<file path="src/pkg/flash_space_regs.vh">
// flash space decoder constants: windows, offsets, region bounds, timing
// Function
// - tristate enable floats all outputs except scan outs
// - boundary scan on digital pins, listed exceptions
// - paired controllers drive half, two pixels, native
// - three selects, sixteen megabytes each, 48 total
// - firmware fetched through boot select at power-up
// - probe each select; no boot select, no boot
// - single flash up to 128 megabytes, eight blocks
// - windows f9, fa, f8 map to blocks 0-2
// - blocks 3-7 addressed identically, patterns only
// - application from f9020000, patterns from f9240000
// - 128 kilobyte bootloader at f9000000, must be intact
// - pre-stored mode copies images at sequence start
// - video-pattern mode loads images from video input
// - three extended address pins used only for address
// - never address beyond 128 megabytes
`ifndef FLASH_SPACE_REGS_VH
`define FLASH_SPACE_REGS_VH
`define WIN_CS2_TOP 8'hf8
`define WIN_CS0_TOP 8'hf9
`define WIN_CS1_TOP 8'hfa
`define BOOT_BASE 32'hf9000000
`define APP_BASE 32'hf9020000
`define RSV_BASE 32'hf9140000
`define RSV_LAST 32'hf923ffff
`define PAT_BASE 32'hf9240000
`define LIN_BLK_FIRST 3'h3
`define LIN_BLK_LAST 3'h7
`define BLK_CS0 3'h0
`define BLK_CS1 3'h1
`define BLK_CS2 3'h2
`define MODE_VIDEO 2'h0
`define MODE_VIDPAT 2'h1
`define MODE_PRESTORED 2'h2
`define MODE_OTF 2'h3
`define ACC_CYC_NS 100
`define ACC_CYC ((`ACC_CYC_NS + 3) / 4)
`define PROBE_WORD 16'hffff
`endif

</file>
<file path="src/rtl/flash_addr_map.v">
// combinational map of processor address onto flash selects and offset
`timescale 1ns/1ps
module flash_addr_map (
   // processor side
   input wire [31:0] cpu_addr,
   input wire linear_mode,
   // decoded result
   output reg hit,
   output reg [2:0] sel_onehot,
   output reg [26:0] flash_off,
   output reg rsv_hit
);
`include "flash_space_regs.vh"
   always @* begin
      hit = 1'b0;
      sel_onehot = 3'h0;
      flash_off = 27'h0;
      rsv_hit = (cpu_addr >= `RSV_BASE) && (cpu_addr <= `RSV_LAST);
      if (cpu_addr[31:24] == `WIN_CS0_TOP) begin
         hit = 1'b1;
         sel_onehot = 3'b001;
         flash_off = {`BLK_CS0, cpu_addr[23:0]};
      end else if (cpu_addr[31:24] == `WIN_CS1_TOP) begin
         hit = 1'b1;
         sel_onehot = 3'b010;
         flash_off = {`BLK_CS1, cpu_addr[23:0]};
      end else if (cpu_addr[31:24] == `WIN_CS2_TOP) begin
         hit = 1'b1;
         sel_onehot = 3'b100;
         flash_off = {`BLK_CS2, cpu_addr[23:0]};
      end else if (linear_mode && cpu_addr[31:27] == 5'h00 &&
                   cpu_addr[26:24] >= `LIN_BLK_FIRST) begin
         // identity map; bit 27 and above zero keeps us inside 128 MB
         hit = 1'b1;
         sel_onehot = 3'b111;
         flash_off = cpu_addr[26:0];
      end
   end
endmodule

</file>
<file path="src/rtl/flash_space_decoder.v">
// flash space decoder: chip selects, extended address, boot probe, test
`timescale 1ns/1ps
module flash_space_decoder (
   // clock and reset
   input wire mclk,
   input wire resetn,
   // configuration
   input wire linear_mode,
   input wire [1:0] op_mode,
   // processor access
   input wire acc_req,
   input wire acc_write,
   input wire [31:0] acc_addr,
   input wire [15:0] acc_wdata,
   output wire acc_ready,
   output reg [15:0] acc_rdata_r,
   output reg acc_err_r,
   // sequence and boot
   input wire seq_start,
   output reg preload_flash_r,
   output reg preload_video_r,
   output reg [2:0] present_r,
   output reg boot_done_r,
   output reg boot_fail_r,
   // flash bus
   output wire [23:0] flash_addr,
   output wire flash_select_zero,
   output wire flash_select_boot,
   output wire flash_select_two,
   output wire flash_ext_addr_a,
   output wire flash_ext_addr_b,
   output wire flash_ext_addr_c,
   output wire flash_oe_n,
   output wire flash_we_n,
   input wire [15:0] flash_data_in,
   output wire [15:0] flash_data_out,
   output wire flash_data_oe,
   output wire flash_pins_oe,
   // board test
   input wire in_circuit_tristate_enable,
   output wire scan_outs_oe
);
`include "flash_space_regs.vh"
   // ------------------------------------------------------------
   // states
   // ------------------------------------------------------------
   localparam S_PROBE = 4'b0001;
   localparam S_IDLE = 4'b0010;
   localparam S_ACC = 4'b0100;
   localparam S_DEAD = 4'b1000;
   // the count is an integer expression; keep only the counter's width
   localparam integer ACC_N_FULL = `ACC_CYC;
   localparam [7:0] ACC_N = ACC_N_FULL[7:0];
   reg [3:0] state_r;
   reg [7:0] cnt_r;
   reg [1:0] probe_idx_r;
   reg [2:0] sel_r;
   reg [26:0] off_r;
   reg we_r;
   reg [15:0] wd_r;
   reg [2:0] tst_sync_r;
   reg tst_r;
   wire hit;
   wire [2:0] sel_oh;
   wire [26:0] off;
   wire rsv_hit;
   flash_addr_map u_map (
      .cpu_addr(acc_addr),
      .linear_mode(linear_mode),
      .hit(hit),
      .sel_onehot(sel_oh),
      .flash_off(off),
      .rsv_hit(rsv_hit)
   );
   // chip selects in linear mode derive from the block number
   function [2:0] blk_sel;
      input lin;
      input [2:0] sel;
      input [26:0] o;
      begin
         if (!lin) begin
            blk_sel = sel;
         end else if (o[26:24] == `BLK_CS1) begin
            blk_sel = 3'b010;
         end else if (o[26:24] == `BLK_CS2) begin
            blk_sel = 3'b100;
         end else begin
            blk_sel = 3'b001;
         end
      end
   endfunction
   // ------------------------------------------------------------
   // test pin sync (three stages, second and third agree)
   // ------------------------------------------------------------
   always @(posedge mclk or negedge resetn) begin
      if (!resetn) begin
         tst_sync_r <= 3'h0;
         tst_r <= 1'b0;
      end else begin
         tst_sync_r <= {tst_sync_r[1:0], in_circuit_tristate_enable};
         if (tst_sync_r[2] == tst_sync_r[1]) begin
            tst_r <= tst_sync_r[2];
         end
      end
   end
   // ------------------------------------------------------------
   // main sequencer
   // ------------------------------------------------------------
   wire acc_take = (state_r == S_IDLE) && acc_req;
   // writes into bootloader or reserved space would brick the part
   wire wr_block = acc_write && (rsv_hit || (acc_addr >= `BOOT_BASE &&
                   acc_addr < `APP_BASE));
   assign acc_ready = (state_r == S_IDLE);
   always @(posedge mclk or negedge resetn) begin
      if (!resetn) begin
         state_r <= S_PROBE;
         cnt_r <= 8'h0;
         probe_idx_r <= 2'h1; // boot select probed first
         sel_r <= 3'h0;
         off_r <= 27'h0;
         we_r <= 1'b0;
         wd_r <= 16'h0;
         acc_rdata_r <= 16'h0;
         acc_err_r <= 1'b0;
         present_r <= 3'h0;
         boot_done_r <= 1'b0;
         boot_fail_r <= 1'b0;
         preload_flash_r <= 1'b0;
         preload_video_r <= 1'b0;
      end else begin
         acc_err_r <= 1'b0;
         preload_flash_r <= seq_start && boot_done_r &&
                            op_mode == `MODE_PRESTORED;
         preload_video_r <= seq_start && boot_done_r &&
                            op_mode == `MODE_VIDPAT;
         case (state_r)
            S_PROBE: begin
               sel_r <= (3'b001 << probe_idx_r);
               off_r <= 27'h0;
               we_r <= 1'b0;
               if (cnt_r == ACC_N) begin
                  cnt_r <= 8'h0;
                  sel_r <= 3'h0;
                  // floating bus reads all ones: nothing fitted
                  present_r[probe_idx_r] <= (flash_data_in != `PROBE_WORD);
                  if (probe_idx_r == 2'h1) begin
                     probe_idx_r <= 2'h0;
                  end else if (probe_idx_r == 2'h0) begin
                     probe_idx_r <= 2'h2;
                  end else if (!present_r[1]) begin
                     // every select is probed before the boot verdict
                     boot_fail_r <= 1'b1;
                     state_r <= S_DEAD;
                  end else begin
                     boot_done_r <= 1'b1;
                     state_r <= S_IDLE;
                  end
               end else begin
                  cnt_r <= cnt_r + 8'h1;
               end
            end
            S_IDLE: begin
               if (acc_take) begin
                  if (!hit || wr_block) begin
                     acc_err_r <= 1'b1;
                  end else begin
                     sel_r <= blk_sel(linear_mode, sel_oh, off);
                     off_r <= off;
                     we_r <= acc_write;
                     wd_r <= acc_wdata;
                     cnt_r <= 8'h0;
                     state_r <= S_ACC;
                  end
               end
            end
            S_ACC: begin
               if (cnt_r == ACC_N) begin
                  acc_rdata_r <= we_r ? acc_rdata_r : flash_data_in;
                  sel_r <= 3'h0;
                  we_r <= 1'b0;
                  cnt_r <= 8'h0;
                  state_r <= S_IDLE;
               end else begin
                  cnt_r <= cnt_r + 8'h1;
               end
            end
            S_DEAD: begin
               sel_r <= 3'h0;
            end
            default: begin
               state_r <= S_PROBE;
            end
         endcase
      end
   end
   // ------------------------------------------------------------
   // flash pins
   // ------------------------------------------------------------
   wire bus_act = (sel_r != 3'h0);
   assign flash_select_zero = ~sel_r[0];
   assign flash_select_boot = ~sel_r[1];
   assign flash_select_two = ~sel_r[2];
   assign flash_addr = off_r[23:0];
   // extended lines carry only block bits, never general purpose
   assign flash_ext_addr_a = off_r[24] & linear_mode;
   assign flash_ext_addr_b = off_r[25] & linear_mode;
   assign flash_ext_addr_c = off_r[26] & linear_mode;
   assign flash_oe_n = ~(bus_act & ~we_r);
   assign flash_we_n = ~(bus_act & we_r);
   assign flash_data_out = wd_r;
   assign flash_data_oe = bus_act & we_r & ~tst_r;
   // all outputs float in board test; scan outs stay driven
   assign flash_pins_oe = ~tst_r;
   assign scan_outs_oe = 1'b1;
endmodule

</file>
<file path="config.mk">
export PLATFORM = sky130hd
export DESIGN_NAME = flash_space_decoder
export DESIGN_NICKNAME = d
export VERILOG_FILES = /design/src/rtl/flash_addr_map.v /design/src/rtl/flash_space_decoder.v
export VERILOG_INCLUDE_DIRS = /design/src /design/src/pkg
export SDC_FILE = /design/constraint.sdc
export NUM_CORES = 1
export LEC_CHECK = 0
export BUFFER_PORTS_ARGS = -buffer_cell sky130_fd_sc_hd__buf_2
export CORE_ASPECT_RATIO = 1.1
export CORE_MARGIN = 3
export CORE_UTILIZATION = 30
export DETAILED_ROUTE_END_ITERATION = 10
export GPL_ROUTABILITY_DRIVEN = 0
export PLACE_DENSITY = 0.56
export SETUP_SLACK_MARGIN = 0.4
export SYNTH_ARGS = -nofsm -noshare
export SYNTH_HDL_FRONTEND = slang
export SYNTH_HIERARCHICAL = 1
export SYNTH_SLANG_ARGS = --single-unit
</file>
<file path="constraint.sdc">
create_clock -name mclk -period 3.72 [get_ports mclk]
set_input_delay 0.744 -clock mclk [delete_from_list [all_inputs] [get_ports mclk]]
set_output_delay 0.744 -clock mclk [all_outputs]
set_load 0.01 [all_outputs]
</file>
==> results of run 1 <==
[cell type report]
cell class | count | area share
sequential | 89 | 0.399
multi-input combinational | 283 | 0.354
timing repair buffer | 157 | 0.146
tap | 192 | 0.0430
clock buffer | 10 | 0.0428
clock inverter | 6 | 0.00895
inverter | 10 | 0.00672
[flip-flops by register name (all words and copies together) (netlist names)]
register and cells:
boot_fail_r 1, off_r 27, sel_r 3, state_r 4, present_r 3, boot_done_r 1, preload_flash_r 1, acc_err_r 1
preload_video_r 1, flash_data_out 16, probe_idx_r 2, cnt_r 8, acc_rdata_r 16, tst_sync_r 3, tst_r 1, we_r 1
[stage by stage]
stage	cell area (um^2)	worst slack (ns)	power (mW)	hold WS, ns
detailed placement	5300	0.776	1.45	0.335
CTS	5590	1.14	2.34	0.350
floorplan	4570	1.11	1.29	0.331
finish	5590	1.12	2.30	0.349
global placement	5300	0.840	1.44	0.333
global route	5590	0.942	2.44	0.371
[logic make-up (layout without fill, tap and decap cells)]
logic type | Yosys count | after routing
compound gates | 102 | 102
mux | 40 | 40
fa+ha+maj | 3 | 3
flops | 89 | 89
simple gates | 135 | 135
other cells | 1 | 1
xor+xnor | 2 | 2
buf+inv | 57 | 183
[critical path, delay by kind of cell]
family          cells  cell delay, ns
simple gates        5            0.80
buf+inv             2            0.49
compound gates      2            0.78
[per-layer routing]
layer	wire length, um	global-route usage	vias to the layer above
met5	0	0	-
met2	5080	0.214	116
met1	5170	0.187	1743
li1	-	-	1742
met3	826	0.0338	10
met4	153	0.0535	0
[path summary, 6_finish.rpt]
kind | from | end | slack [ns] | cells after the start
max in group asynchronous | resetn | preload_flash_r | 2.60 | 2
worst max-delay path | linear_mode | off_r[24] | 1.12 | 9
worst min-delay path | tst_sync_r[0] | tst_sync_r[1] | 0.35 | 0
min in group asynchronous | resetn | off_r[6] | 0.38 | 1
worst max register to register | cnt_r[5] | acc_rdata_r[14] | 1.18 | 4
worst min register to register | tst_sync_r[0] | tst_sync_r[1] | 0.35 | 0
[power breakdown]
part           leakage, nW  internal [mW]  switching [mW]
combinational         1.47          0.144           0.163
sequential            1.20           1.04          0.0763
clock                0.141          0.480           0.398
total                 2.81           1.67           0.637
[cells in the final DEF, fill, tap and decap left out, types with 2 or more instances in the layout]
cell,count
clkbuf_16,9
mux2_2,23
nand4_1,5
a41o_1,2
buf_2,146
o31ai_1,3
buf_4,11
o21ai_0,48
a21boi_0,8
nand2b_1,3
nor4_1,2
dfrtp_1,87
and3_1,5
nor3b_1,7
and2_1,4
nand2_1,66
mux2_1,15
mux2i_1,2
ha_1,2
o2111ai_1,2
a31oi_1,2
nor2_1,10
inv_6,2
o32ai_1,4
or4b_1,2
a21o_1,2
nor3_1,3
nand3_1,8
inv_1,10
nor2b_1,3
dfstp_2,2
a21oi_1,3
nor4b_1,3
a21boi_2,16
==> results by group, run 1 <==
Floorplan
  • Initial Util: 0.312
  • Num rows: 46
  • Die area: 16800 um^2
  • Core Area: 14700 um^2
  • IO Pins: 149
  • Chip width: 124 um
  • Die Y: 135 um

Logic synthesis
  • Post-synth top area share: 0.476
  • Compound-cell area share of the yosys netlist: 0.160
  • Syn Nets: 504
  • Post-synth EDFFs: 0
  • Top cells by area, synth: dfrtp_1, mux2_2, nand2_1
  • Main synth FF type: dfrtp_1
  • Cell count after synthesis: 429
  • Post-Synth Adder-Cell Area: 0.00766
  • Fraction of registers with async set/reset: 1.00
  • Share of synthesized area occupied by flip-flops and latches: 0.488
  • Unique cell type count in the Yosys netlist: 66
  • Synth warn: 6
  • Synth Cell Area: 4570 um^2
  • Simple-Gate Fraction of Synth Area: 0.163
  • XOR/XNOR Fraction of Synth Area: 0.00383
  • Synth cell count leaders: dfrtp_1, nand2_1, o21ai_0, buf_4, mux2_2
  • Post-synthesis average cell area: 10.7 um^2
  • Most numerous cell in the Yosys netlist: dfrtp_1
  • Largest area contributor in the netlist: dfrtp_1
  • Yosys reg bits: 89
  • Mux share of post-synthesis cell area: 0.0979
  • Main combinational cell family by area after synthesis: simple AND/OR/NAND/NOR gates

Setup path
  • CP max stage delay: 0.67 ns
  • Crit Path Category: in -> reg
  • Slowest CP cell: a21boi_4
  • Crit end category: register
  • WP data arrival: 2.82 ns
  • Crit-path max FO: 24
  • WP data required: 3.94 ns
  • Startpoint types: input port
  • Crit-path cells: buf_2 > nor2b_1 > nand3b_4 > nand2_1 > nand2_1 > nor2_2 > a21boi_4 > buf_4 > o21ai_0
  • Most frequent CP cell: nand2_1

Hold path
  • Hold Crit Class: reg -> reg

Clock tree
  • Post-CTS Resized: 0
  • Clock Path Buffers: 2
  • CTS tree: done
  • Post-CTS setup buffers: 0
  • H-tree levels: 3
  • TritonCTS sink count: 89
  • CTS buffer count: 9
  • CTS Hold Bufs: 0
  • Skew-Pair Late Insertion Delay: 0.35 ns
  • Clock slew seen by the registers of the worst setup and hold paths: 0.07 ns
  • Root buffer cell: clkbuf_16

Routing
  • 1st-pass router iterations: 4
  • Initial DRC count: 173
  • Via count: 3611
  • Vias per cell: 4.83
  • DRT Wirelength: 11200 um
  • Antenna-violating nets left: 0
  • DRC: 0
  • Routed WL per cell: 15.0 um

Global route
  • Pin count of the biggest net entering global routing: 45
  • All-layer global routing usage: 0.138
  • First-pass GRT wire length: 18300 um
  • Initial antenna violation count: 0
  • Number of global-route vias before repair: 3691
  • Global route overflow: 0

Finish
  • Area of the multi-input gates: 1980 um^2
  • Register area: 2230 um^2
  • Layout cells sized above 1: 0.407
  • Nets: 625
  • Fillers: 1483
  • Non-Filler Instances: 747
  • Post-layout util: 0.381
  • Synthesis-to-layout area growth: 22.2%
  • Ant diodes: 0

Timing
  • Fin crit period: 2.60 ns
  • RSZ-0062 raised after global routing: false
  • Max-slew violations: 0
  • Final Cycle Share: 0.700
  • Setup TNS: 0 ns
  • Rel. slew slack: 0.455
  • Final hold violations: 0
  • Slew @ Worst Pin: 0.807 ns
  • Clock Skew: 0.0101 ns
  • FMAX: 384 MHz
  • Final setup fails: 0

Placed design
  • Placed cell count: 731
  • PortBufs: 147
  • DP Wirelength: 8480 um

Status
  • Status: finished, final reports clean

Pwr
  • P_leak: 2.81 nW
  • Worst VDD drop: 203 uV
  • Pwr Density: 412 nW/um^2

Job
  • Max Cap Viol: 0
Power figures use the tool's default switching activity.
==> run 2, diff against run 1 <==
clock period = 2.4 ns   (was 3.72 ns; I/O delays follow)
==> run 2 against run 1 <==
Clock power up 65%. Non-clock buffer count is 29 higher. Worst hold slack got worse by 0.10 ns. Combinational power up 77%. Routed wire length is 9.8% higher. Register-to-register slack worse by 0.84 ns. Setup slack lost 0.77 ns. Final cell count up 3.9%. Sequential power up 55%. Via count rose by 3.7%. Critical path depth down 4. Highest routed layer unchanged.
==> results by group, run 2 (synthesized netlist as in run 1, its figures left out) <==
Setup path
  • Crit-path max FO: 11 (-54%)
  • Critical R2R Capture: flash_data_out[8]
  • Reg2reg setup slack: 0.34 ns (-0.84 ns)
  • Slowest CP cell: or4b_4
  • Worst path bufs/invs: 1 (-1)
  • Worst reg2reg path depth: 5 (+1)
  • Cell family with most CP delay: simple AND/OR/NAND/NOR gates
  • Startpoint types: register
  • Crit Path Category: reg -> reg
  • WP data arrival: 2.27 ns (-0.55 ns)
  • Crit end category: register
  • CP max stage delay: 0.59 ns (-0.08 ns)
  • WP data required: 2.62 ns (-1.32 ns)
  • Crit-path cells: or4b_4 > nor2_4 > a21boi_4 > buf_8 > mux2_4
  • Reg2reg start: state_r[2]
  • Levels on crit path: 5 (-4)

Finish
  • Fillers: 1438 (-3.0%)
  • Post-layout util: 0.415 (+0.0344)
  • Commonest non-fill, non-tap cells in the layout: buf_2, dfrtp_1, nand2_1
  • Area of the multi-input gates: 2120 um^2 (+7.3%)
  • Largest register FFs: 27 (unchanged)
  • Register area: 2230 um^2 (+0.17%)
  • Register bank with the most flops: off_r
  • Ant diodes: 0 (unchanged)
  • Synthesis-to-layout area growth: 33.2%
  • Most common cell after layout, fill and taps aside: buf_2
  • Layout cells sized above 1: 0.495 (+0.0877)
  • Nets: 654 (+4.6%)

Placed design
  • PortBufs: 147 (unchanged)
  • DP Wirelength: 8510 um (+0.31%)

Job
  • Max Cap Viol: 0 (unchanged)

Global route
  • First-pass GRT wire length: 19100 um (+4.4%)
  • All-layer global routing usage: 0.146 (+0.00727)
  • Initial antenna violation count: 0 (unchanged)
  • Pin count of the biggest net entering global routing: 86 (+91%)
  • Global route overflow: 0 (unchanged)
  • Number of global-route vias before repair: 3764 (+2.0%)

Clock tree
  • TritonCTS sink count: 89 (unchanged)
  • CTS buffer count: 9 (unchanged)
  • Skew-Pair Late Insertion Delay: 0.34 ns (about the same)
  • H-tree levels: 3 (unchanged)
  • Root buffer cell: clkbuf_16
  • CTS tree: done
  • Clock Path Buffers: 2 (unchanged)
  • Clock slew seen by the registers of the worst setup and hold paths: 0.06 ns (about the same)

Pwr
  • Overall power: 3.73 mW (+62%)
  • Net Sw Frac: 0.266 (-0.0101)
  • Part of the power in combinational logic: 0.145 (+0.012)
  • Clock share of power: 0.389 (+0.008)
  • Worst VDD drop: 389 uV (+91%)
  • Pint: 2.74 mW (+64%)
  • Sequential power share: 0.465 (-0.021)
  • Pwr Density: 613 nW/um^2 (+49%)
  • Sw Pwr: 0.994 mW (+56%)
  • P_leak: 3.02 nW (+7.3%)

Timing
  • Final hold violations: 0 (unchanged)
  • Clock Skew: 0.0111 ns (+0.00104 ns)
  • Final Cycle Share: 0.857
  • Setup TNS: 0 ns (unchanged)
  • FMAX: 486 MHz
  • Fin crit period: 2.06 ns
  • Final setup fails: 0 (unchanged)
  • Max-slew violations: 0 (unchanged)
  • RSZ-0062 raised after global routing: true

Routing
  • Met3 routed WL: 842 um (+1.9%)
  • Antenna-violating nets left: 0 (unchanged)
  • Initial DRC count: 202 (+17%)
  • Via count: 3745 (+3.7%)
  • DR top layer: met4
  • 1st-pass router iterations: 4 (unchanged)
  • Routed WL per cell: 15.9 um (+5.7%)
  • Wire length on met2: 5950 um (+17%)
  • DRT Wirelength: 12300 um (+9.8%)
  • DRC: 0 (unchanged)
  • Vias per cell: 4.83 (-0.16%)
  • WL met1: 5380 um (+4.2%)

Floorplan
  • Die area: 16800 um^2 (unchanged)
  • Core Area: 14700 um^2 (unchanged)
  • Num rows: 46 (unchanged)
  • Die Y: 135 um (unchanged)
  • Initial Util: 0.312 (unchanged)
  • IO Pins: 149 (unchanged)
  • Chip width: 124 um (unchanged)

Hold path
  • Hold path endpoint: tst_sync_r[0]
  • WHS Path Cells: 1 (+1)
  • Hold Crit Class: in -> reg
  • Hold wc startpoint: in_circuit_tristate_enable

Status
  • Status: finished, final reports clean
## run 2: cell types whose count changed in the layout (fill, tap and decap cells not counted), moves of 3 or more
cell,delta
mux2_1,-15
nand2_4,+3
dfrtp_1,-3
mux2_4,+17
dfrtp_2,+3
o21ai_0,-4
nand2_1,-5
buf_6,+5
buf_4,+16
buf_12,+3
## run 2: how the worst max path moves through the flow
| stage | slack [ns] | endpoint | start |
|---|---|---|---|
| 2_1_floorplan | 0.13 | flash_data_out[10] | acc_addr[28] |
| 3_3_place_gp | 0.06 | sel_r[0] | acc_addr[27] |
| 3_5_place_dp | -0.02 | sel_r[2] | acc_addr[30] |
| 4_1_cts | 0.34 | off_r[26] | state_r[3] |
| 5_1_grt | 0.29 | flash_data_out[9] | state_r[2] |
| 6_report | 0.34 | flash_data_out[8] | state_r[2] |
## run 2: final cells by class
class                   count  share of cell area
flip-flops and latches     89               0.367
multi-input cells         283               0.348
repair buffers            186               0.189
clock buffers              11              0.0398
well taps                 192              0.0394
clock inverters             5              0.0101
inverters                  10             0.00657
## run 2: power by group through the flow
stage | clock [mW] | combinational, mW | sequential [mW]
2_1_floorplan | 0 | 0.275 | 1.74
3_3_place_gp | 0 | 0.493 | 1.76
3_5_place_dp | 0 | 0.511 | 1.76
4_1_cts | 1.50 | 0.515 | 1.74
5_1_grt | 1.57 | 0.612 | 1.75
6_report | 1.45 | 0.543 | 1.74
## run 2: repair_timing
item	4_1_cts	5_1_grt
buffers inserted	8	7
gates resized for setup	10	21
cloned	1	3
setup endpoints to repair	39	68
hold buffers	1	0
hold endpoints to repair	4	0
pin swaps	2	6
## run 2: layer usage
layer,vias up,GRT usage
met4,0,0.0554
met5,-,0
li1,1799,-
met3,10,0.0351
met1,1816,0.191
met2,120,0.231
## run 2: per-stage QoR
| step | area [um^2] | setup slack, ns | instances | hold slack, ns |
|---|---|---|---|---|
| 6_report | 6090 | 0.342 | 776 | 0.245 |
| 5_1_grt | 6090 | 0.295 | 776 | 0.230 |
| 4_1_cts | 5930 | 0.335 | 766 | 0.226 |
| 3_5_place_dp | 5490 | -0.0171 | 740 | 0.289 |
| 3_3_place_gp | 5490 | 0.0563 | 740 | 0.290 |
| 2_1_floorplan | 4670 | 0.129 | 429 | 0.184 |
